### config.mk
export PLATFORM = sky130hd
export DESIGN_NAME = cssc_top
export DESIGN_NICKNAME = d
export VERILOG_FILES = /design/src/inc/cssc_pkg.sv /design/src/cssc_channel.sv /design/src/cssc_top.sv
export VERILOG_INCLUDE_DIRS = /design/src /design/src/inc
export SDC_FILE = /design/constraint.sdc
export NUM_CORES = 1
export LEC_CHECK = 0
export BUFFER_PORTS_ARGS = -buffer_cell sky130_fd_sc_hd__buf_2
export CAP_MARGIN = 20
export CORE_MARGIN = 4
export CORE_UTILIZATION = 40
export CTS_BUF_LIST = sky130_fd_sc_hd__clkbuf_16
export CTS_CLUSTER_DIAMETER = 120
export DETAILED_ROUTE_END_ITERATION = 8
export PLACE_DENSITY = 0.71
export RECOVER_POWER = 100
export SYNTH_ARGS = -nofsm -noshare
export SYNTH_HDL_FRONTEND = slang
export SYNTH_HIERARCHICAL = 1
export SYNTH_SLANG_ARGS = --single-unit
### constraint.sdc
create_clock -name sys_clk -period 4.93 [get_ports sys_clk]
set_input_delay 0.493 -clock sys_clk [delete_from_list [all_inputs] [get_ports sys_clk]]
set_output_delay 0.493 -clock sys_clk [all_outputs]
set_load 0.005 [all_outputs]
### src/inc/cssc_params.svh
`ifndef CSSC_PARAMS_SVH
`define CSSC_PARAMS_SVH
// ****************************************
// Register byte offsets.
// ****************************************
`define CSSC_ADDR_CFG 8'h00
`define CSSC_ADDR_DUTY0 8'h04
`define CSSC_ADDR_DUTY1 8'h08
`define CSSC_ADDR_OCP 8'h0C
`define CSSC_ADDR_STAT 8'h10
`define CSSC_ADDR_SENSE 8'h14
// ****************************************
// Field positions and reset values.
// ****************************************
`define CSSC_CFG_SEL_LO 0
`define CSSC_CFG_SEL_HI 1
`define CSSC_CFG_TH 2
`define CSSC_CFG_MODE0 3
`define CSSC_CFG_MODE1 5
`define CSSC_CFG_RST 7'h00
`define CSSC_OCP_RST 32'h00804010
`define CSSC_STAT_FCLR 2
// ****************************************
// Timing.
// ****************************************
`define CSSC_CLK_NS 10
`define CSSC_SETTLE_NS 2000
`define CSSC_SETTLE_CYC ((`CSSC_SETTLE_NS + `CSSC_CLK_NS - 1) / `CSSC_CLK_NS)
`define CSSC_PWM_DIV 390
`define CSSC_STAGES 4
`define CSSC_RST_LOW_US 10
`endif

### src/inc/cssc_pkg.sv
// Shared types of the sense control block.
package cssc_pkg;
   // Switching mode of one channel.
   typedef enum logic [1:0] {
      CSSC_MODE_INT,
      CSSC_MODE_EXT,
      CSSC_MODE_DIRECT,
      CSSC_MODE_SPARE
   } cssc_mode_e;
   // Sense function chosen by the two select bits {hi, lo}.
   typedef enum logic [1:0] {
      CSSC_SEL_OFF,
      CSSC_SEL_CH0,
      CSSC_SEL_CH1,
      CSSC_SEL_TEMP
   } cssc_sel_e;
endpackage : cssc_pkg

### src/cssc_channel.sv
`timescale 1ns/1ps
`default_nettype none
`include "cssc_params.svh"
module cssc_channel
   import cssc_pkg::*;
#(
   parameter int W = 8,
   parameter int DIV = `CSSC_PWM_DIV,
   parameter int STAGES = `CSSC_STAGES
) (
   input wire logic sys_clk,
   input wire logic nrst,
   input wire cssc_mode_e mode,
   input wire logic [7:0] duty,
   input wire logic [7:0] height,
   input wire logic [7:0] width,
   input wire logic [7:0] steady,
   input wire logic motor,
   input wire logic direct_in,
   input wire logic ext_clock,
   input wire logic [W-1:0] current,
   input wire logic fault_clr,
   output logic on,
   output logic off_pulse,
   output logic oc_window,
   output logic fault,
   output logic [W-1:0] held
);
   typedef struct packed {
      logic [15:0] pre;
      logic [7:0] pwm;
      logic ext_d;
      logic [7:0] wcnt;
      logic [2:0] stage;
      logic on;
      logic off_pulse;
      logic fault;
      logic [W-1:0] held;
   } cssc_ch_s;
   cssc_ch_s s, n;
   logic tick, demand, window, trip;
   logic [2:0] rem;
   logic [11:0] thr;

   // ****************************************
   // Switching, overcurrent profile and hold.
   // ****************************************
   // One next-state process covers the whole channel.
   always_comb begin
      n = s;
      n.ext_d = ext_clock;
      demand = direct_in;
      tick = 1'b0;
      unique case (mode)
         CSSC_MODE_INT: begin
            tick = (s.pre == 16'(DIV - 1));
            demand = (s.pwm < duty);
         end
         CSSC_MODE_EXT: begin
            tick = ext_clock & ~s.ext_d;
            demand = (s.pwm < duty);
         end
         default: demand = direct_in;
      endcase
      n.pre = (mode == CSSC_MODE_INT && !tick) ? s.pre + 16'h0001 : 16'h0000;
      if (tick) begin
         n.pwm = s.pwm + 8'h01;
      end
      // Bulbs step down the threshold, motors get a flat stall window.
      window = s.on && (s.stage < 3'(STAGES));
      rem = window ? (motor ? 3'(STAGES) : 3'(STAGES) - s.stage) : 3'h0;
      thr = 12'(steady) + 12'(height) * 12'(rem);
      trip = s.on && (12'(current) > thr);
      n.fault = trip | (s.fault & ~fault_clr);
      n.on = demand & ~n.fault;
      n.off_pulse = s.on & ~n.on;
      if (!s.on) begin
         n.stage = 3'h0;
         n.wcnt = 8'h00;
      end else if (window) begin
         if (s.wcnt >= width - 8'h01) begin
            n.wcnt = 8'h00;
            n.stage = s.stage + 3'h1;
         end else begin
            n.wcnt = s.wcnt + 8'h01;
         end
      end
      // The last on-state sample is what track-and-hold shows.
      if (s.on) begin
         n.held = current;
      end
   end

   // State register.
   always_ff @(posedge sys_clk or negedge nrst) begin
      if (!nrst) begin
         s <= '0;
      end else begin
         s <= n;
      end
   end

   assign on = s.on;
   assign off_pulse = s.off_pulse;
   assign oc_window = window;
   assign fault = s.fault;
   assign held = s.held;
endmodule : cssc_channel
`default_nettype wire

### src/cssc_top.sv
// The register offsets and register access over AXI4-Lite were left to the implementer.
`timescale 1ns/1ps
`default_nettype none
`include "cssc_params.svh"
// Behaviour
// - The two select bits choose channel 0, channel 1 or temperature sensing.
// - Both select bits zero tri-states the sense output; host zeroes unused devices.
// - Track-and-hold shows the load current captured just before turn-off.
// - Sense output is disabled while the monitored channel has an overcurrent window.
// - No sensing in fail-safe mode or without interface supply.
// - Ready is pulled low once the sense value is valid, held while valid.
// - Ready is released at every turn-off of the monitored channel.
// - Each channel runs internal PWM, external-clock PWM or direct input control.
// - Bulbs get a stepped overcurrent threshold, motors a stall-current window.
module cssc_top
   import cssc_pkg::*;
#(
   parameter int W = 8,
   parameter int SETTLE = `CSSC_SETTLE_CYC
) (
   input wire logic sys_clk,
   input wire logic nrst,
   input wire logic [7:0] awaddr,
   input wire logic awvalid,
   output logic awready,
   input wire logic [31:0] wdata,
   input wire logic [3:0] wstrb,
   input wire logic wvalid,
   output logic wready,
   output logic [1:0] bresp,
   output logic bvalid,
   input wire logic bready,
   input wire logic [7:0] araddr,
   input wire logic arvalid,
   output logic arready,
   output logic [31:0] rdata,
   output logic [1:0] rresp,
   output logic rvalid,
   input wire logic rready,
   input wire logic [1:0] direct_in,
   input wire logic ext_clock,
   input wire logic [1:0] load_motor,
   input wire logic fail_safe,
   input wire logic vdd_present,
   input wire logic [1:0][W-1:0] load_current,
   input wire logic [W-1:0] temp_value,
   output logic [W-1:0] sense_output,
   output logic sense_oe_n,
   input wire logic ready_in,
   output logic ready_out,
   output logic ready_oe_n,
   output logic [1:0] channel_on,
   output logic [1:0] channel_fault
);
   typedef struct packed {
      logic awready;
      logic wready;
      logic aw_held;
      logic w_held;
      logic [7:0] awaddr;
      logic [31:0] wdata;
      logic [3:0] wstrb;
      logic bvalid;
      logic [1:0] bresp;
      logic arready;
      logic rvalid;
      logic [1:0] rresp;
      logic [31:0] rdata;
      logic [6:0] cfg;
      logic [7:0] duty0;
      logic [7:0] duty1;
      logic [31:0] ocp;
      logic [1:0] fclr;
      logic [W-1:0] sense;
      logic sense_oe_n;
      logic ready_oe_n;
      logic [15:0] settle;
      logic [1:0] sel_d;
   } cssc_top_s;
   cssc_top_s s, n;
   logic [1:0] on, off_p, ocw, flt;
   logic [1:0][W-1:0] held;
   logic [31:0] wmerged, stat;
   cssc_sel_e sel;
   logic en, off_evt;
   logic [W-1:0] val;
   cssc_mode_e mode [2];

   // Byte-lane merge of a write into a register's old value.
   function automatic logic [31:0] cssc_merge(input logic [31:0] old, input logic [31:0] d,
                                              input logic [3:0] be);
      logic [31:0] r;
      r = old;
      for (int i = 0; i < 4; i++) begin
         if (be[i]) begin
            r[i*8 +: 8] = d[i*8 +: 8];
         end
      end
      return r;
   endfunction : cssc_merge

   // ****************************************
   // Channels.
   // ****************************************
   assign mode[0] = cssc_mode_e'(s.cfg[`CSSC_CFG_MODE0 +: 2]);
   assign mode[1] = cssc_mode_e'(s.cfg[`CSSC_CFG_MODE1 +: 2]);

   // Both channels share the profile settings but switch on their own.
   for (genvar c = 0; c < 2; c++) begin : g_ch
      cssc_channel #(.W(W)) u_cssc_channel (
         .sys_clk(sys_clk),
         .nrst(nrst),
         .mode(mode[c]),
         .duty(c == 0 ? s.duty0 : s.duty1),
         .height(s.ocp[7:0]),
         .width(s.ocp[15:8]),
         .steady(s.ocp[23:16]),
         .motor(load_motor[c]),
         .direct_in(direct_in[c]),
         .ext_clock(ext_clock),
         .current(load_current[c]),
         .fault_clr(s.fclr[c]),
         .on(on[c]),
         .off_pulse(off_p[c]),
         .oc_window(ocw[c]),
         .fault(flt[c]),
         .held(held[c])
      );
   end

   // ****************************************
   // Register bus and sense control.
   // ****************************************
   assign stat = {24'h000000, ~s.sense_oe_n, ~ready_in, ocw, flt, on};
   assign sel = cssc_sel_e'({s.cfg[`CSSC_CFG_SEL_HI], s.cfg[`CSSC_CFG_SEL_LO]});

   // Next state of the slave, the registers and the sense path.
   always_comb begin
      n = s;
      n.fclr = 2'h0;
      wmerged = 32'h00000000;
      // Write address and data are taken in either order.
      if (awvalid && s.awready) begin
         n.awready = 1'b0;
         n.aw_held = 1'b1;
         n.awaddr = awaddr;
      end
      if (wvalid && s.wready) begin
         n.wready = 1'b0;
         n.w_held = 1'b1;
         n.wdata = wdata;
         n.wstrb = wstrb;
      end
      if (s.aw_held && s.w_held) begin
         n.aw_held = 1'b0;
         n.w_held = 1'b0;
         n.bvalid = 1'b1;
         n.bresp = 2'b00;
         unique case (s.awaddr)
            `CSSC_ADDR_CFG: begin
               wmerged = cssc_merge({25'h0000000, s.cfg}, s.wdata, s.wstrb);
               n.cfg = wmerged[6:0];
            end
            `CSSC_ADDR_DUTY0: begin
               wmerged = cssc_merge({24'h000000, s.duty0}, s.wdata, s.wstrb);
               n.duty0 = wmerged[7:0];
            end
            `CSSC_ADDR_DUTY1: begin
               wmerged = cssc_merge({24'h000000, s.duty1}, s.wdata, s.wstrb);
               n.duty1 = wmerged[7:0];
            end
            `CSSC_ADDR_OCP: n.ocp = cssc_merge(s.ocp, s.wdata, s.wstrb);
            `CSSC_ADDR_STAT: n.fclr = s.wdata[`CSSC_STAT_FCLR +: 2] & {2{s.wstrb[0]}};
            `CSSC_ADDR_SENSE: n.bresp = 2'b00;
            default: n.bresp = 2'b10;
         endcase
      end
      if (s.bvalid && bready) begin
         n.bvalid = 1'b0;
         n.awready = 1'b1;
         n.wready = 1'b1;
      end
      // Reads answer one cycle after the address is taken.
      if (arvalid && s.arready) begin
         n.arready = 1'b0;
         n.rvalid = 1'b1;
         n.rresp = 2'b00;
         unique case (araddr)
            `CSSC_ADDR_CFG: n.rdata = {25'h0000000, s.cfg};
            `CSSC_ADDR_DUTY0: n.rdata = {24'h000000, s.duty0};
            `CSSC_ADDR_DUTY1: n.rdata = {24'h000000, s.duty1};
            `CSSC_ADDR_OCP: n.rdata = s.ocp;
            `CSSC_ADDR_STAT: n.rdata = stat;
            `CSSC_ADDR_SENSE: n.rdata = 32'(s.sense);
            default: begin
               n.rdata = 32'h00000000;
               n.rresp = 2'b10;
            end
         endcase
      end
      if (s.rvalid && rready) begin
         n.rvalid = 1'b0;
         n.arready = 1'b1;
      end
      // Route the chosen function, or release the pin.
      en = 1'b0;
      val = temp_value;
      off_evt = 1'b0;
      unique case (sel)
         CSSC_SEL_OFF: en = 1'b0;
         CSSC_SEL_CH0: begin
            en = !ocw[0] && (on[0] || s.cfg[`CSSC_CFG_TH]);
            val = on[0] ? load_current[0] : held[0];
            off_evt = off_p[0];
         end
         CSSC_SEL_CH1: begin
            en = !ocw[1] && (on[1] || s.cfg[`CSSC_CFG_TH]);
            val = on[1] ? load_current[1] : held[1];
            off_evt = off_p[1];
         end
         CSSC_SEL_TEMP: en = 1'b1;
      endcase
      en = en && vdd_present && !fail_safe;
      n.sense = en ? val : '0;
      n.sense_oe_n = ~en;
      n.sel_d = sel;
      // Ready falls after the settle time and rises on a turn-off of the monitored channel.
      if (!en || off_evt || sel != cssc_sel_e'(s.sel_d)) begin
         n.settle = 16'h0000;
      end else if (s.settle < 16'(SETTLE)) begin
         n.settle = s.settle + 16'h0001;
      end
      n.ready_oe_n = (n.settle != 16'(SETTLE));
   end

   // State register; select bits come out of reset cleared.
   always_ff @(posedge sys_clk or negedge nrst) begin
      if (!nrst) begin
         s <= '0;
         s.cfg <= `CSSC_CFG_RST;
         s.awready <= 1'b1;
         s.wready <= 1'b1;
         s.arready <= 1'b1;
         s.ocp <= `CSSC_OCP_RST;
         s.sense_oe_n <= 1'b1;
         s.ready_oe_n <= 1'b1;
      end else begin
         s <= n;
      end
   end

   // Outputs come straight from state registers; ready_out is tied low.
   assign awready = s.awready;
   assign wready = s.wready;
   assign bvalid = s.bvalid;
   assign bresp = s.bresp;
   assign arready = s.arready;
   assign rvalid = s.rvalid;
   assign rresp = s.rresp;
   assign rdata = s.rdata;
   assign sense_output = s.sense;
   assign sense_oe_n = s.sense_oe_n;
   assign ready_oe_n = s.ready_oe_n;
   assign ready_out = 1'b0;
   assign channel_on = on;
   assign channel_fault = flt;
endmodule : cssc_top
`default_nettype wire

# After elaboration in Yosys (flattened, before gate mapping)
# Cells that the tools add are included.
dict set report word_totals {
  regBits 265
  memories 0
  ramBits 0
  latch_bits 0
  romBits 0
  word_cells 202
  in_bits 91
}
dict set report op_classes {
  mux 41
  div_mod_pow 0
  magnitude_cmp 9
  add_sub_neg 14
  shifts 0
  n_reduce_logical 50
  n_eq_ne 23
  bitwise 20
  multipliers 2
}
# cell count
set op_table {}
lappend op_table {{case mux 32 bit (6 select lines)} 1}
lappend op_table {{two-way mux 16 bit} 4}
lappend op_table {{adder 16 x 1 -> 16 bit, second input constant} 3}
lappend op_table {{two-way mux 11 bit} 4}
lappend op_table {{two-way mux 8 bit} 5}
lappend op_table {{two-way mux 36 bit} 1}
lappend op_table {{adder 8 x 1 -> 8 bit, second input constant} 4}
lappend op_table {{== test 16 x 9 -> 1 bit, second input constant} 2}
lappend op_table {{== test 8 x 4 -> 1 bit, second input constant} 4}
lappend op_table {{== test 8 x 5 -> 1 bit, second input constant} 4}
lappend op_table {{adder 8 x 11 -> 12 bit} 2}
lappend op_table {{greater-than comparator 8 x 12 -> 1 bit} 2}
lappend op_table {{multiplier 8 x 3 -> 11 bit} 2}
lappend op_table {{two-way mux 3 bit} 7}
lappend op_table {{AND reduction 3 bit} 7}
lappend op_table {{== test 8 x 3 -> 1 bit, second input constant} 2}
lappend op_table {{greater-or-equal comparator 8 bit} 2}
lappend op_table {{logical AND 1 bit} 16}
lappend op_table {{logical NOT 8 bit} 2}
lappend op_table {{less-than comparator 16 x 8 -> 1 bit, second input constant} 1}
lappend op_table {{less-than comparator 8 bit} 2}
lappend op_table {{inequality test 16 x 8 -> 1 bit, second input constant} 1}
lappend op_table {{case mux 8 bit (2 select lines)} 1}
lappend op_table {{two-way mux 2 bit} 7}
lappend op_table {{other kinds (23)} 73}

# Logic depth before layout (Yosys ltp)
dict set report logic_depth {
  ltp_word 12
  depth_mapped 24
  depth_no_buf 24
}

# Hierarchy
# The synthesis kept the hierarchy.
# module area_per_inst_um2 cells_each n_inst
set modules_own_cells {}
lappend modules_own_cells {cssc_top 7603.5 580 1}
lappend modules_own_cells {{cssc_channel (g_ch[0].u_cssc_channel)} 3895.0 412 1}
lappend modules_own_cells {{cssc_channel (g_ch[1].u_cssc_channel)} 3875.0 417 1}

# Least setup slack after synthesis
# Ideal clock, no wire load.
dict set report synth_path {
  path_kind {reg2reg}
  startpoint {register g_ch[1].u_cssc_channel/s[11] (netlist name)}
  endpoint {register g_ch[1].u_cssc_channel.s, in the netlist g_ch[1].u_cssc_channel/on}
  t_required_ns 4.810
  path_buffers 0
  path_slack_ns -0.378
  stages_incl_launch_ff 25
  setup_time_ns 0.120
  arrival_ns 5.188
  path_cell_list {dfrtp_1 inv_1 ha_1 ha_1 nor2_1 nand2_1 nor3b_1 and2_1 fa_1 inv_1 fa_1 inv_1 ha_1 nor2b_1 o31ai_1 nand2b_1 a21oi_1 xor2_1 ha_1 nand4_1 nor2_1 or4_1 nor4b_2 nand3_1 and3_1}
}
# item line
set synth_lines {}
lappend synth_lines {{from (decl)} cssc_channel.sv:40} ;# cssc_ch_s s, n;
lappend synth_lines {{from (signal assigned)} cssc_channel.sv:99} ;# s <= n;

==> out/qor.csv <==
stage,metric,value,unit
worst_setup_path,critPathMaxStageDelay,0.54,ns
yosys,syn_inst,1409,
yosys,synth-seq-cells,264,
yosys,syn_area,0.0154,mm²
placed_design,dp_slack,-0.242,ns
clock_tree,cts_buffer_depth,3,
power,vdd_drop_max,280,µV
power,p_sw_share,27.0,%
cells_and_area,layout-drive-gt1-share,26.6,%
yosys,synth_top_area_share,41.7,%
placed_design,place_hpwl,26.7,mm
sta,fin_setup_tns,-0.257,ns
sta,tightest_slew,2.31,ns
die,die_h,204,µm
yosys,ys.flop_type,dfrtp_1,
yosys,synth-simple-area-share,14.1,%
grt,gr-total-overflow,0,
routing,drt_first_iter_violations,583,
outcome,violations,"max-capacitance violations, max-slew violations, negative setup slack",
clock_tree,path_clk_slew,0.06,ns
grt,track_usage,17.1,%
grt,grt_first_pass_wirelength,58.8,mm
yosys,synth_commonest_cells,"256 x dfrtp_1, 144 x mux2_2, 107 x nor2_1, 104 x inv_1, 97 x ha_1",
power,p_per_area,333,mW/mm²
worst_setup_path,cp_max_fo,5,
yosys,synth_edf_count,0,
sta,hold_viol,0,
routing,dr.pass1.iters,5,
flow_run,cap_violations,5,
routing,drt_drc_violations_left,0,
grt,antenna_found_initial,2,
worst_setup_path,arrival,5.46,ns
worst_hold_path,hold_depth,2,
sta,finalWorstSetupSlack,-0.108,ns
sta,min_period,5.04,ns
power,power_switching,0.00159,W
die,start_util,40.7,%
die,rows,71,
sta,timing.fmax,0.198,GHz
yosys,synth_most_common_cell,dfrtp_1,
yosys,yosysWarnings,6,
die,ios,147,
outcome,status,finished with violations,
worst_setup_path,crit_cells,23,
clock_tree,clk_latency,0.54,ns
power,clockPowerShare,37.1,%
yosys,synth_compound_area_share,9.18,%
yosys,synth.largest_area_cell,dfrtp_1,
cells_and_area,finalNetCount,1763,
sta,finClkSkew,0.0106,ns
yosys,synth_top_family_by_area,simple AND/OR/NAND/NOR gates,
yosys,synth_mux_area_share,11.3,%
yosys,async_flop_share,100,%
worst_setup_path,path_delay_family,simple AND/OR/NAND/NOR gates,
routing,vias_per_cell,5.25,
routing,wl_per_cell,17.4,µm
cells_and_area,area_growth,15.2,%
clock_tree,cts_sinks,264,
routing,final_antenna_net_count,0,
grt,grt_pass1_vias,11297,
die,die_area,0.0416,mm²
grt,grt_max_degree,170,
worst_setup_path,crit_chain,buf_6 -> o21a_4 -> nor2_4 -> nand2_4 -> nor3_4 -> nand2_1 -> fa_1 -> inv_2 -> fa_1 -> inv_2 -> fa_2 -> nor2b_4 -> o31ai_4 -> nand2b_1 -> a21oi_2 -> xor2_1 -> ha_1 -> nand4_1 -> nor2_2 -> or4_4 -> nor4b_4 -> nand3_2 -> and3_4,
cells_and_area,fillCellCount,3457,
sta,fin_crit_sh,102,%
clock_tree,htreeDepth,1,
yosys,yosys.area_share.adder,11.3,%
yosys,synth_cell_types,85,
placed_design,port_buffers,143,
sta,max_slew_margin,-53.9,%
worst_setup_path,cp-end-kind,flop,
yosys,synthXorXnorAreaFrac,4.79,%
worst_hold_path,hold_path.class,input pin to flop,
power,internal-power,0.00431,W
worst_setup_path,path_buf_inv,3,
sta,setup_viol,3,
clock_tree,cts_buffers,28,
yosys,yosysSeqAreaShare,43.0,%
worst_setup_path,rr_worst_depth,23,
placed_design,place_inst,2009,
yosys,synthTopCellsByArea,"dfrtp_1 42%, mux2_2 11%, ha_1 7.9%",
die,core-area,0.0378,mm²
clock_tree,cts-root-buf,clkbuf_16,
worst_setup_path,required,5.36,ns
sta,drv_slew,301,
cells_and_area,antenna_cells,0,
power,p_seq_share,47.9,%
clock_tree,tritoncts,yes,
worst_setup_path,critPathLaunchType,flop,
die,dieWidth,204,µm
worst_setup_path,worstSetupPathType,flop to flop,
yosys,synth_area_per_cell,10.9,µm²
power,cellLeakagePower,8.46,nW
sta,rsz0062_at_grt,yes,
worst_setup_path,cpMaxStageDelayCell,fa_1,
routing,drt-total-wl,36.3,mm
cells_and_area,layoutNonFillerInstCount,2082,
power,pwr-share-comb,15.0,%
routing,route.vias.total,10927,
placed_design,place.gp.congestion,0.843,
[area by class of cell]
cell class / count / area [µm²] / share of cell area [%]
sequential: 264 / 6620 / 37.4
tap: 511 / 639 / 3.61
clock buffer: 29 / 726 / 4.10
inverter: 104 / 390 / 2.20
multi-input combinational: 955 / 8010 / 45.2
clock inverter: 23 / 243 / 1.37
timing repair buffer: 196 / 1090 / 6.13
[cell usage in the layout, fill, tap and decap left out, types with 13 or more instances in the layout]
cell / count
a21oi_1: 26
mux2_2: 141
nand2_1: 67
a22oi_1: 15
buf_2: 115
and2_1: 53
nor3_1: 13
clkbuf_1: 32
inv_1: 94
xor2_1: 42
nand3_1: 26
o21ai_0: 24
fa_1: 24
dfrtp_1: 256
xnor2_1: 42
a21o_1: 15
nand4_1: 26
ha_1: 90
nor2_1: 104
a22o_1: 26
buf_4: 40
and3_1: 19
clkbuf_16: 29
[per-stage QoR]
| step | hold slack [ns] | utilization, % | cell area [µm²] | power (W) |
|---|---|---|---|---|
| floorplan | 0.197 | - | 15400 | 0.00347 |
| global placement | 0.300 | 43.6 | 16500 | 0.00371 |
| detailed placement | 0.299 | 43.7 | 16500 | 0.00377 |
| CTS | 0.0893 | 46.9 | 17700 | 0.00600 |
| global route | 0.106 | 46.9 | 17700 | 0.00624 |
| finish | 0.124 | 46.9 | 17700 | 0.00591 |
[routing by layer]
| metal | routed length (µm) | share of wire, % | global-route usage (%) |
|---|---|---|---|
| met1 | 15600 | 43 | 22.3 |
| met2 | 18100 | 50 | 29.7 |
| met3 | 1460 | 4.0 | 2.22 |
| met4 | 1010 | 2.8 | 5.22 |
| met5 | 13 | 0.036 | 0 |
[worst paths after layout]
kind | startpoint | to | slack, ns
max | g_ch[1].u_cssc_channel/s[12]$_DFFE_PN0P_ | g_ch[1].u_cssc_channel/on$_DFF_PN0_ | -0.11
min | wvalid | wready$_DFFE_PN1P_ | 0.12
max reg2reg | g_ch[1].u_cssc_channel/s[12]$_DFFE_PN0P_ | g_ch[1].u_cssc_channel/on$_DFF_PN0_ | -0.11
min reg2reg | rdata[4]$_DFFE_PN0P_ | rdata[4]$_DFFE_PN0P_ | 0.48
max in group asynchronous | nrst | s[6]$_DFF_PN0_ | 1.69
min in group asynchronous | nrst | s[57]$_DFFE_PN0P_ | 0.47
[worst reg2reg max path, stage by stage, from the launching register on]
cell and delay, ns:
dfrtp_1 0.40, buf_6 0.13, o21a_4 0.22, nor2_4 0.13, nand2_4 0.10, nor3_4 0.27
nand2_1 0.11, fa_1 0.52, inv_2 0.04, fa_1 0.54, inv_2 0.05, fa_2 0.38
nor2b_4 0.15, o31ai_4 0.07, nand2b_1 0.09, a21oi_2 0.06, xor2_1 0.15, ha_1 0.31
nand4_1 0.12, nor2_2 0.06, or4_4 0.43, nor4b_4 0.26, nand3_2 0.14, and3_4 0.20
[power groups by stage]
stage / registers, W / clock network, W / logic (W)
detailed placement: 0.00287 / 0 / 0.000893
CTS: 0.00284 / 0.00225 / 0.000906
global route: 0.00288 / 0.00235 / 0.00100
floorplan: 0.00275 / 0 / 0.000712
global placement: 0.00286 / 0 / 0.000856
finish: 0.00283 / 0.00219 / 0.000886
[cells by family after synthesis]
logic type               after synthesis
AND/OR/NAND/NOR                      396
AO/OA/AOI/OAI                        193
other                                  1
multiplexers                         156
adder cells (fa/ha/maj)              123
buffers and inverters                192
flip-flops                           264
XOR/XNOR                              84
[sequential cells by signal (all words and copies together), names as in the netlist]
signal,count
arready,1
awready,1
bresp,1
bvalid,1
g_ch.u_cssc_channel/fault,2
g_ch.u_cssc_channel/held,16
g_ch.u_cssc_channel/off_pulse,2
g_ch.u_cssc_channel/on,2
g_ch.u_cssc_channel/s,72
mode,4
n,2
rdata,32
ready_oe_n,1
rresp,1
rvalid,1
s,115
sense_oe_n,1
sense_output,8
wready,1
[repair_timing]
item,in CTS,in global routing
hold buffers,1,0
pin swaps,39,25
buffers inserted,11,8
resized for setup,35,24
endpoints found under the setup margin,6,6
endpoints found under the hold margin,10,0
No activity file was read; power rests on OpenSTA's default activity.
